$ cat config.mk
export PLATFORM = sky130hd
export DESIGN_NAME = tapw_top
export DESIGN_NICKNAME = d
export VERILOG_FILES = /design/src/pkg/tapw_pkg.sv /design/src/hdl/tapw_top.sv
export SDC_FILE = /design/constraint.sdc
export NUM_CORES = 1
export LEC_CHECK = 0
export BUFFER_PORTS_ARGS = -buffer_cell sky130_fd_sc_hd__buf_2
export CAP_MARGIN = 40
export CORE_UTILIZATION = 50
export DETAILED_ROUTE_END_ITERATION = 10
export MAX_ROUTING_LAYER = met4
export PLACE_DENSITY = 0.69
export REMOVE_ABC_BUFFERS = 1
export SETUP_SLACK_MARGIN = 0.05
export SYNTH_ARGS = -nofsm -noshare
export SYNTH_HDL_FRONTEND = slang
export SYNTH_SLANG_ARGS = --single-unit
$ cat constraint.sdc
create_clock -name aclk -period 4.34 [get_ports aclk]
set_clock_uncertainty 0.15 [all_clocks]
set_input_delay 0.651 -clock aclk [delete_from_list [all_inputs] [get_ports aclk]]
set_output_delay 0.651 -clock aclk [all_outputs]
set_load 0.01 [all_outputs]
$ cat src/pkg/tapw_pkg.sv
package tapw_pkg;

    // --------------------------------------------------------------
    // widths and channel map
    // --------------------------------------------------------------
    localparam int unsigned DATA_W = 32;
    localparam int unsigned ADDR_W = 8;
    localparam int unsigned CNT_W = 16;
    localparam int unsigned NUM_CH = 4;
    localparam int unsigned MASTER_CH = 0;
    localparam int unsigned SLAVE_CH = 3;

    // --------------------------------------------------------------
    // register byte offsets
    // --------------------------------------------------------------
    localparam logic [7:0] OFS_START = 8'h00;
    localparam logic [7:0] OFS_CLKGATE = 8'h04;
    localparam logic [7:0] OFS_PRESCALE = 8'h08;
    localparam logic [7:0] OFS_MODE0 = 8'h0C;
    localparam logic [7:0] OFS_MODE3 = 8'h10;
    localparam logic [7:0] OFS_RELOAD = 8'h14;
    localparam logic [7:0] OFS_WIDTH = 8'h18;
    localparam logic [7:0] OFS_STATUS = 8'h1C;
    localparam logic [7:0] OFS_STOP = 8'h20;
    localparam logic [7:0] OFS_COUNT = 8'h24;
    localparam logic [7:0] OFS_MASK = 8'h28;

    // --------------------------------------------------------------
    // field positions
    // --------------------------------------------------------------
    localparam int unsigned START_SLAVE_HI_BIT = 11;
    localparam int unsigned START_CH1_HI_BIT = 9;
    localparam int unsigned GATE_BIT = 0;
    localparam int unsigned PRS_A_LSB = 0;
    localparam int unsigned PRS_B_LSB = 4;
    localparam int unsigned PRS_C_LSB = 8;
    localparam int unsigned PRS_D_LSB = 12;
    localparam int unsigned CKS_LSB = 14;
    localparam int unsigned CCS_BIT = 12;
    localparam int unsigned STS_LSB = 8;
    localparam int unsigned CIS_LSB = 6;
    localparam int unsigned MD_LSB = 0;
    localparam int unsigned ST_RUN0_BIT = 4;
    localparam int unsigned ST_RUN3_BIT = 5;
    localparam int unsigned ST_OUT_BIT = 6;
    localparam int unsigned ST_HI_LSB = 8;
    localparam int unsigned COUNT_SLAVE_LSB = 16;

    // --------------------------------------------------------------
    // field encodings
    // --------------------------------------------------------------
    localparam logic [2:0] MD_INTERVAL = 3'h0;
    localparam logic [2:0] MD_ONECOUNT = 3'h4;
    localparam logic [2:0] STS_SOFT = 3'h0;
    localparam logic [2:0] STS_EDGE = 3'h1;
    localparam logic [2:0] STS_BOTH = 3'h2;
    localparam logic [2:0] STS_MASTER = 3'h4;
    localparam logic [1:0] CKS_A = 2'h0;
    localparam logic [1:0] CKS_C = 2'h1;
    localparam logic [1:0] CKS_B = 2'h2;
    localparam logic [1:0] CKS_D = 2'h3;
    localparam logic [1:0] CIS_FALL = 2'h0;
    localparam logic [1:0] CIS_RISE = 2'h1;
    localparam logic [1:0] RESP_OKAY = 2'h0;
    localparam logic [1:0] RESP_SLVERR = 2'h2;

    // --------------------------------------------------------------
    // reset values
    // --------------------------------------------------------------
    localparam logic [15:0] RST_REG16 = 16'h0000;
    localparam logic [1:0] RST_MASK = 2'h3;

    typedef enum logic {TAPW_IDLE, TAPW_RUN} tapw_run_t;

endpackage : tapw_pkg

$ cat src/hdl/tapw_top.sv
// Implementation choices: the AXI4-Lite interface to the registers and the register addresses.
`timescale 1ns/100ps
module tapw_top
    import tapw_pkg::*;
(
    input wire logic aclk,
    input wire logic aresetn,
    input wire logic [tapw_pkg::ADDR_W-1:0] s_axi_awaddr,
    input wire logic s_axi_awvalid,
    output logic s_axi_awready,
    input wire logic [tapw_pkg::DATA_W-1:0] s_axi_wdata,
    input wire logic [3:0] s_axi_wstrb,
    input wire logic s_axi_wvalid,
    output logic s_axi_wready,
    output logic [1:0] s_axi_bresp,
    output logic s_axi_bvalid,
    input wire logic s_axi_bready,
    input wire logic [tapw_pkg::ADDR_W-1:0] s_axi_araddr,
    input wire logic s_axi_arvalid,
    output logic s_axi_arready,
    output logic [tapw_pkg::DATA_W-1:0] s_axi_rdata,
    output logic [1:0] s_axi_rresp,
    output logic s_axi_rvalid,
    input wire logic s_axi_rready,
    input wire logic master_timer_input_pin,
    input wire logic slave_timer_input_pin,
    output logic pwm_output_pin,
    output logic master_timer_interrupt,
    output logic slave_timer_interrupt
);
    import tapw_pkg::*;

    // --------------------------------------------------------------
    // helpers
    // --------------------------------------------------------------
    function automatic logic div_tick(input logic [CNT_W-1:0] cnt, input logic [3:0] expo);
        logic [CNT_W-1:0] low_mask;
        low_mask = ~({CNT_W{1'b1}} << expo);
        div_tick = &(cnt | ~low_mask);
    endfunction : div_tick

    function automatic logic [15:0] merge16(input logic [15:0] old, input logic [31:0] data,
                                            input logic [3:0] strb);
        merge16 = old;
        if (strb[0])
        begin
            merge16[7:0] = data[7:0];
        end
        if (strb[1])
        begin
            merge16[15:8] = data[15:8];
        end
    endfunction : merge16

    // --------------------------------------------------------------
    // state
    // --------------------------------------------------------------
    logic aw_held;
    logic [ADDR_W-1:0] aw_addr;
    logic w_held;
    logic [DATA_W-1:0] w_data;
    logic [3:0] w_strb;
    logic [1:0] b_resp;
    logic b_valid;
    logic [DATA_W-1:0] r_data;
    logic [1:0] r_resp;
    logic r_valid;
    logic next_aw_held;
    logic [ADDR_W-1:0] next_aw_addr;
    logic next_w_held;
    logic [DATA_W-1:0] next_w_data;
    logic [3:0] next_w_strb;
    logic [1:0] next_b_resp;
    logic next_b_valid;
    logic [DATA_W-1:0] next_r_data;
    logic [1:0] next_r_resp;
    logic next_r_valid;

    logic clock_gate;
    logic [15:0] prescale_sel;
    logic [15:0] mode_cfg [2];
    logic [CNT_W-1:0] data_val [2];
    logic [1:0] irq_mask;
    logic next_clock_gate;
    logic [15:0] next_prescale_sel;
    logic [15:0] next_mode_cfg [2];
    logic [CNT_W-1:0] next_data_val [2];
    logic [1:0] next_irq_mask;

    logic [NUM_CH-1:0] count_en;
    logic [1:0] half_en;
    logic [CNT_W-1:0] counter [2];
    tapw_run_t run_state [2];
    logic [1:0] chan_out;
    logic [1:0] chan_irq;
    logic [CNT_W-1:0] prescale_cnt;
    logic [1:0] pin_prev;
    logic [NUM_CH-1:0] next_count_en;
    logic [1:0] next_half_en;
    logic [CNT_W-1:0] next_counter [2];
    tapw_run_t next_run_state [2];
    logic [1:0] next_chan_out;
    logic [1:0] next_chan_irq;
    logic [CNT_W-1:0] next_prescale_cnt;

    logic wr_fire;
    logic [15:0] start_pulse;
    logic [15:0] stop_pulse;
    logic [3:0] op_tick;
    logic [1:0] pin_now;

    assign pin_now = {slave_timer_input_pin, master_timer_input_pin};
    assign s_axi_awready = !aw_held && !b_valid;
    assign s_axi_wready = !w_held && !b_valid;
    assign s_axi_arready = !r_valid;
    assign s_axi_bresp = b_resp;
    assign s_axi_bvalid = b_valid;
    assign s_axi_rdata = r_data;
    assign s_axi_rresp = r_resp;
    assign s_axi_rvalid = r_valid;
    assign pwm_output_pin = chan_out[1];
    assign master_timer_interrupt = chan_irq[0] && !irq_mask[0];
    assign slave_timer_interrupt = chan_irq[1] && !irq_mask[1];

    // --------------------------------------------------------------
    // bus slave
    // --------------------------------------------------------------
    always_comb
    begin
        next_aw_held = aw_held;
        next_aw_addr = aw_addr;
        next_w_held = w_held;
        next_w_data = w_data;
        next_w_strb = w_strb;
        next_b_resp = b_resp;
        next_b_valid = b_valid;
        next_r_data = r_data;
        next_r_resp = r_resp;
        next_r_valid = r_valid;
        wr_fire = 1'b0;
        if (s_axi_awvalid && s_axi_awready)
        begin
            next_aw_held = 1'b1;
            next_aw_addr = s_axi_awaddr;
        end
        if (s_axi_wvalid && s_axi_wready)
        begin
            next_w_held = 1'b1;
            next_w_data = s_axi_wdata;
            next_w_strb = s_axi_wstrb;
        end
        if (aw_held && w_held)
        begin
            wr_fire = 1'b1;
            next_aw_held = 1'b0;
            next_w_held = 1'b0;
            next_b_valid = 1'b1;
            if (aw_addr == OFS_START || aw_addr == OFS_CLKGATE || aw_addr == OFS_PRESCALE
                || aw_addr == OFS_MODE0 || aw_addr == OFS_MODE3 || aw_addr == OFS_RELOAD
                || aw_addr == OFS_WIDTH || aw_addr == OFS_STOP || aw_addr == OFS_MASK)
            begin
                next_b_resp = RESP_OKAY;
            end
            else
            begin
                next_b_resp = RESP_SLVERR;
            end
        end
        if (b_valid && s_axi_bready)
        begin
            next_b_valid = 1'b0;
        end
        if (r_valid && s_axi_rready)
        begin
            next_r_valid = 1'b0;
        end
        if (s_axi_arvalid && s_axi_arready)
        begin
            next_r_valid = 1'b1;
            next_r_resp = RESP_OKAY;
            next_r_data = '0;
            if (s_axi_araddr == OFS_START || s_axi_araddr == OFS_STOP)
            begin
                next_r_data = '0;
            end
            else if (s_axi_araddr == OFS_CLKGATE)
            begin
                next_r_data[GATE_BIT] = clock_gate;
            end
            else if (s_axi_araddr == OFS_PRESCALE)
            begin
                next_r_data[15:0] = prescale_sel;
            end
            else if (s_axi_araddr == OFS_MODE0)
            begin
                next_r_data[15:0] = mode_cfg[0];
            end
            else if (s_axi_araddr == OFS_MODE3)
            begin
                next_r_data[15:0] = mode_cfg[1];
            end
            else if (s_axi_araddr == OFS_RELOAD)
            begin
                next_r_data[15:0] = data_val[0];
            end
            else if (s_axi_araddr == OFS_WIDTH)
            begin
                next_r_data[15:0] = data_val[1];
            end
            else if (s_axi_araddr == OFS_STATUS)
            begin
                next_r_data[NUM_CH-1:0] = count_en;
                next_r_data[ST_RUN0_BIT] = (run_state[0] == TAPW_RUN);
                next_r_data[ST_RUN3_BIT] = (run_state[1] == TAPW_RUN);
                next_r_data[ST_OUT_BIT] = chan_out[1];
                next_r_data[ST_HI_LSB+1:ST_HI_LSB] = half_en;
            end
            else if (s_axi_araddr == OFS_COUNT)
            begin
                next_r_data[15:0] = counter[0];
                next_r_data[COUNT_SLAVE_LSB+15:COUNT_SLAVE_LSB] = counter[1];
            end
            else if (s_axi_araddr == OFS_MASK)
            begin
                next_r_data[1:0] = irq_mask;
            end
            else
            begin
                next_r_resp = RESP_SLVERR;
            end
        end
    end

    always_ff @(posedge aclk)
    begin
        if (!aresetn)
        begin
            aw_held <= 1'b0;
            aw_addr <= '0;
            w_held <= 1'b0;
            w_data <= '0;
            w_strb <= '0;
            b_resp <= RESP_OKAY;
            b_valid <= 1'b0;
            r_data <= '0;
            r_resp <= RESP_OKAY;
            r_valid <= 1'b0;
        end
        else
        begin
            aw_held <= next_aw_held;
            aw_addr <= next_aw_addr;
            w_held <= next_w_held;
            w_data <= next_w_data;
            w_strb <= next_w_strb;
            b_resp <= next_b_resp;
            b_valid <= next_b_valid;
            r_data <= next_r_data;
            r_resp <= next_r_resp;
            r_valid <= next_r_valid;
        end
    end

    // --------------------------------------------------------------
    // configuration registers
    // --------------------------------------------------------------
    always_comb
    begin
        next_clock_gate = clock_gate;
        next_prescale_sel = prescale_sel;
        next_mode_cfg = mode_cfg;
        next_data_val = data_val;
        next_irq_mask = irq_mask;
        start_pulse = '0;
        stop_pulse = '0;
        if (wr_fire)
        begin
            if (aw_addr == OFS_START)
            begin
                start_pulse = merge16(16'h0000, w_data, w_strb);
            end
            else if (aw_addr == OFS_STOP)
            begin
                stop_pulse = merge16(16'h0000, w_data, w_strb);
            end
            else if (aw_addr == OFS_CLKGATE)
            begin
                if (w_strb[0])
                begin
                    next_clock_gate = w_data[GATE_BIT];
                end
            end
            else if (aw_addr == OFS_PRESCALE)
            begin
                next_prescale_sel = merge16(prescale_sel, w_data, w_strb);
            end
            else if (aw_addr == OFS_MODE0)
            begin
                next_mode_cfg[0] = merge16(mode_cfg[0], w_data, w_strb);
            end
            else if (aw_addr == OFS_MODE3)
            begin
                next_mode_cfg[1] = merge16(mode_cfg[1], w_data, w_strb);
            end
            else if (aw_addr == OFS_RELOAD)
            begin
                next_data_val[0] = merge16(data_val[0], w_data, w_strb);
            end
            else if (aw_addr == OFS_WIDTH)
            begin
                next_data_val[1] = merge16(data_val[1], w_data, w_strb);
            end
            else if (aw_addr == OFS_MASK)
            begin
                if (w_strb[0])
                begin
                    next_irq_mask = w_data[1:0];
                end
            end
        end
    end

    always_ff @(posedge aclk)
    begin
        if (!aresetn)
        begin
            clock_gate <= 1'b0;
            prescale_sel <= RST_REG16;
            mode_cfg[0] <= RST_REG16;
            mode_cfg[1] <= RST_REG16;
            data_val[0] <= RST_REG16;
            data_val[1] <= RST_REG16;
            irq_mask <= RST_MASK;
        end
        else
        begin
            clock_gate <= next_clock_gate;
            prescale_sel <= next_prescale_sel;
            mode_cfg <= next_mode_cfg;
            data_val <= next_data_val;
            irq_mask <= next_irq_mask;
        end
    end

    // --------------------------------------------------------------
    // prescaler and channel engines
    // --------------------------------------------------------------
    always_comb
    begin
        logic [1:0] cks;
        logic [2:0] sts;
        logic [2:0] md;
        logic [1:0] cis;
        logic edge_hit;
        logic cnt_tick;
        logic trig;
        cks = '0;
        sts = '0;
        md = '0;
        cis = '0;
        edge_hit = 1'b0;
        cnt_tick = 1'b0;
        trig = 1'b0;
        next_count_en = (count_en | start_pulse[NUM_CH-1:0]) & ~stop_pulse[NUM_CH-1:0];
        next_half_en[0] = (half_en[0] || start_pulse[START_CH1_HI_BIT]) && !stop_pulse[START_CH1_HI_BIT];
        next_half_en[1] = (half_en[1] || start_pulse[START_SLAVE_HI_BIT])
                          && !stop_pulse[START_SLAVE_HI_BIT];
        next_counter = counter;
        next_run_state = run_state;
        next_chan_out = chan_out;
        next_chan_irq = '0;
        next_prescale_cnt = clock_gate ? prescale_cnt + 16'h0001 : prescale_cnt;
        op_tick[0] = clock_gate && div_tick(prescale_cnt, prescale_sel[PRS_A_LSB+3:PRS_A_LSB]);
        op_tick[1] = clock_gate && div_tick(prescale_cnt, prescale_sel[PRS_B_LSB+3:PRS_B_LSB]);
        op_tick[2] = clock_gate && div_tick(prescale_cnt, {2'h0, prescale_sel[PRS_C_LSB+1:PRS_C_LSB]});
        op_tick[3] = clock_gate && div_tick(prescale_cnt, {2'h0, prescale_sel[PRS_D_LSB+1:PRS_D_LSB]});
        for (int i = 0; i < 2; i++)
        begin
            cks = mode_cfg[i][CKS_LSB+1:CKS_LSB];
            sts = mode_cfg[i][STS_LSB+2:STS_LSB];
            md = mode_cfg[i][MD_LSB+3:MD_LSB+1];
            cis = mode_cfg[i][CIS_LSB+1:CIS_LSB];
            if (cis == CIS_FALL)
            begin
                edge_hit = pin_prev[i] && !pin_now[i];
            end
            else if (cis == CIS_RISE)
            begin
                edge_hit = !pin_prev[i] && pin_now[i];
            end
            else
            begin
                edge_hit = pin_prev[i] != pin_now[i];
            end
            if (mode_cfg[i][CCS_BIT])
            begin
                cnt_tick = clock_gate && edge_hit;
            end
            else
            begin
                case (cks)
                    CKS_A: cnt_tick = op_tick[0];
                    CKS_B: cnt_tick = op_tick[1];
                    CKS_C: cnt_tick = op_tick[2];
                    default: cnt_tick = op_tick[3];
                endcase
            end
            // start trigger source of a one-count channel
            if (sts == STS_MASTER && i == 1)
            begin
                trig = next_chan_irq[0];
            end
            else if (sts == STS_EDGE || sts == STS_BOTH)
            begin
                trig = clock_gate && (sts == STS_BOTH ? pin_prev[i] != pin_now[i] : edge_hit);
            end
            else
            begin
                trig = start_pulse[i == 0 ? MASTER_CH : SLAVE_CH];
            end
            if (!clock_gate || !count_en[i == 0 ? MASTER_CH : SLAVE_CH]
                || stop_pulse[i == 0 ? MASTER_CH : SLAVE_CH])
            begin
                trig = 1'b0;
                cnt_tick = 1'b0;
                if (stop_pulse[i == 0 ? MASTER_CH : SLAVE_CH])
                begin
                    next_run_state[i] = TAPW_IDLE;
                end
            end
            if (md == MD_INTERVAL)
            begin
                if (start_pulse[i == 0 ? MASTER_CH : SLAVE_CH] && clock_gate)
                begin
                    next_counter[i] = data_val[i];
                    next_run_state[i] = TAPW_RUN;
                    if (mode_cfg[i][MD_LSB])
                    begin
                        next_chan_irq[i] = 1'b1;
                        next_chan_out[i] = !chan_out[i];
                    end
                end
                else if (run_state[i] == TAPW_RUN && cnt_tick)
                begin
                    if (counter[i] == '0)
                    begin
                        next_counter[i] = data_val[i];
                        next_chan_irq[i] = 1'b1;
                        next_chan_out[i] = !chan_out[i];
                    end
                    else
                    begin
                        next_counter[i] = counter[i] - 16'h0001;
                    end
                end
            end
            else if (md == MD_ONECOUNT)
            begin
                if (trig && (run_state[i] == TAPW_IDLE || mode_cfg[i][MD_LSB]))
                begin
                    next_counter[i] = data_val[i];
                    next_run_state[i] = (data_val[i] == '0) ? TAPW_IDLE : TAPW_RUN;
                    next_chan_out[i] = (data_val[i] != '0);
                end
                else if (run_state[i] == TAPW_RUN && cnt_tick)
                begin
                    next_counter[i] = counter[i] - 16'h0001;
                    if (counter[i] <= 16'h0001)
                    begin
                        next_counter[i] = '0;
                        next_run_state[i] = TAPW_IDLE;
                        next_chan_out[i] = 1'b0;
                        next_chan_irq[i] = 1'b1;
                    end
                end
            end
        end
    end

    always_ff @(posedge aclk)
    begin
        if (!aresetn)
        begin
            count_en <= '0;
            half_en <= '0;
            counter[0] <= RST_REG16;
            counter[1] <= RST_REG16;
            run_state[0] <= TAPW_IDLE;
            run_state[1] <= TAPW_IDLE;
            chan_out <= '0;
            chan_irq <= '0;
            prescale_cnt <= RST_REG16;
            pin_prev <= '0;
        end
        else
        begin
            count_en <= next_count_en;
            half_en <= next_half_en;
            counter <= next_counter;
            run_state <= next_run_state;
            chan_out <= next_chan_out;
            chan_irq <= next_chan_irq;
            prescale_cnt <= next_prescale_cnt;
            pin_prev <= pin_now;
        end
    end

endmodule : tapw_top

==> results.sh <==
export IMPL_grt_max_degree=115
export IMPL_viasPerCell=6.00
export IMPL_synth_seq_cells=207
export IMPL_dieArea_um2=20900
export IMPL_yosys_area_share_simple_pct=23.5
export IMPL_grt_pass1_vias=8891
export IMPL_synth_compound_area_share_pct=19.8
export IMPL_yosysTopAreaCell="dfxtp_1"
export IMPL_outcome="completed"
export IMPL_start_util_pct=51.7
export IMPL_syn_avg_cell_area_um2=7.94
export IMPL_drcViolationCount=0
export IMPL_synth_seq_area_share_pct=40.7
export IMPL_finalNetCount=1412
export IMPL_path_class="register to register"
export IMPL_clk_latency_ns=0.52
export IMPL_max_slew_margin_pct=40.7
export IMPL_cellLeakagePower_nw=4.79
export IMPL_hp_class="input pin to register"
export IMPL_drive_gt1_share_pct=11.9
export IMPL_end_kind="register"
export IMPL_core_rowCount=51
export IMPL_ctsHoldBuffers=0
export IMPL_synth_flop_cell="dfxtp_1"
export IMPL_max_freq_mhz=262
export IMPL_die_y_um=145
export IMPL_ys_top_cells_by_area="dfxtp_1, mux2i_1, nor2_1"
export IMPL_hp_start="s_axi_rready"
export IMPL_final_common_cell="dfxtp_1"
export IMPL_wl_per_cell_um=18.9
export IMPL_synthDistinctLibCells=69
export IMPL_r2r_start="prescale_cnt[0]"
export IMPL_critPathLaunch="prescale_cnt[0]"
export IMPL_final_cells=1620
export IMPL_die_w_um=145
export IMPL_synth_cells=1282
export IMPL_arrival_ns=4.10
export IMPL_rsz0062_at_grt="false"
export IMPL_yosysWarnings=0
export IMPL_drt_total_wl_um=30600
export IMPL_slew_viol_final=0
export IMPL_grt_usage_pct=30.8
export IMPL_gp_congestion=0.941
export IMPL_postCtsSetupBuffers=0
export IMPL_synth_mux_area_share_pct=8.70
export IMPL_hold_viol_final=0
export IMPL_antenna_found_initial=0
export IMPL_cts_made_buffers=24
export IMPL_syn_area_um2=10200
export IMPL_worst_path_max_fanout=9
export IMPL_setup_violations_final=0
export IMPL_cts_buffer_depth=3
export IMPL_synth_top_family_by_area="simple AND/OR/NAND/NOR gates"
export IMPL_grt_pass1_wl_um=48300
export IMPL_htree_num_levels=1
export IMPL_cts_num_sinks=207
export IMPL_drtIter0Drc=967
export IMPL_period_needed_ns=3.81
export IMPL_cts_tree="done"
export IMPL_irDropWorstVdd_mv=0.340
export IMPL_final_cell_mix="dfxtp_1, nor2_1, nand2_1"
export IMPL_power_density_nw_per_um2=358
export IMPL_cts_resized=0
export IMPL_diodes=0
export IMPL_worst_pin_slew_ns=0.888
export IMPL_ant_nets=0
export IMPL_tns_ns=0
export IMPL_grt_ovfl_total=0
export IMPL_area_growth_pct=14.3
export IMPL_cp_start_kind="register"
export IMPL_place_inst=1579
export IMPL_finalCritPeriodShare_pct=87.8
export IMPL_synth_edf_count=0
export IMPL_drt_pass1_iter_count=6
export IMPL_synthXorXnorAreaFrac_pct=1.98
export IMPL_ios=105
export IMPL_async_flop_share_pct=0
export IMPL_num_vias=9728
export IMPL_cts_root_buf="clkbuf_16"
export IMPL_synthAdderAreaFrac_pct=1.35
export IMPL_clk_pin_slew_worst_paths_ns=0.06
export IMPL_portBuffers=84
export IMPL_yosysTopAreaCellShare_pct=40.7
export IMPL_core_um2=19700
export IMPL_drv_cap=0
export IMPL_place_hpwl_um=21900
export IMPL_critPathRequiredTime_ns=4.63
-- flip-flops by register name, summed over array words and instances, names as in the netlist, 4 cells and up --
name,cells
mode_cfg,32
count_en,4
s_axi_rdata,32
aw_addr,8
prescale_cnt,15
counter,32
prescale_sel,16
data_val,32
w_data,16
-- synthesized netlist by cell type, types with 3 or more instances --
library cell / count
dfxtp_1: 207
nor2_1: 186
nand2_1: 181
a21oi_1: 109
mux2i_1: 84
clkbuf_1: 64
nand3_1: 39
o21ai_0: 39
a22oi_1: 29
inv_1: 29
o22ai_1: 29
nor3_1: 28
a211oi_1: 22
a221oi_1: 19
nand2b_1: 15
nor4_1: 14
and2_1: 13
xor2_1: 12
ha_1: 11
o211ai_1: 11
xnor2_1: 11
and3_1: 10
a31oi_1: 9
nor2b_1: 8
nand4_1: 7
or4_1: 7
or3_1: 6
buf_2: 5
a222oi_1: 4
a32oi_1: 4
buf_1: 4
mux2_2: 4
o21a_1: 4
o31ai_1: 4
and2_0: 3
and4_1: 3
nand3b_1: 3
nor4b_1: 3
-- report_power, final --
group	internal, W	total, W	switching [W]	leakage (nW)
registers	0.00192	0.00197	0.0000424	1.67
logic	0.0000634	0.000200	0.000137	2.74
clock network	0.00121	0.00200	0.000794	0.383
-- worst max-delay path, cell delays in order, from the launching register on --
cell and delay (ns):
dfxtp_1 0.50, nand2_1 0.21, or4_1 0.43, a2111oi_1 0.55, a41oi_1 0.21, o211ai_1 0.21
nand3_1 0.16, a21boi_1 0.41, o21a_1 0.39, buf_4 0.24, a22oi_1 0.09, o22ai_1 0.17
-- logic make-up (layout without fill, tap and decap cells) --
kind of cell    count (synthesis)  in the layout
fa+ha+maj                      11             11
mux                            88             88
compound gates                313            313
other cells                     1              2
buf+inv                       104            176
flops                         207            207
xor+xnor                       23             23
simple gates                  535            535
-- through the flow --
stage | power (W) | area [µm²] | utilization, % | setup slack, ns | hold WS (ns)
floorplan | 0.00210 | 9890 | - | 0.0416 | 0.298
global placement | 0.00220 | 10800 | 54.8 | 0.514 | 0.286
detailed placement | 0.00220 | 10800 | 55.0 | 0.628 | 0.292
CTS | 0.00419 | 11600 | 59.0 | 0.639 | 0.151
global route | 0.00430 | 11600 | 59.0 | 0.378 | 0.164
finish | 0.00417 | 11600 | 59.0 | 0.529 | 0.164
-- layer usage --
layer	up-vias	track usage, %	part of all wire [%]
li1	4685	-	-
met1	4579	40.1	45
met2	394	47.7	44
met3	70	5.79	8.2
met4	0	10.7	3.4
met5	-	-	0
-- cell type report --
type	count	area, µm²
multi-input cells	972	5650
well taps	265	332
fillers	1835	8080
inverters	29	114
clock buffers	35	723
repair buffers	106	613
flip-flops and latches	207	4140
clock inverters	6	63.8
-- final timing paths --
check	to	slack, ns	depth (start not counted)
min	s_axi_rvalid	0.16	2
max	counter[11]	0.53	11
min reg2reg	s_axi_rdata[22]	0.29	2
max reg2reg	counter[11]	0.53	11
Note: power is estimated with default switching activity, not from simulation.
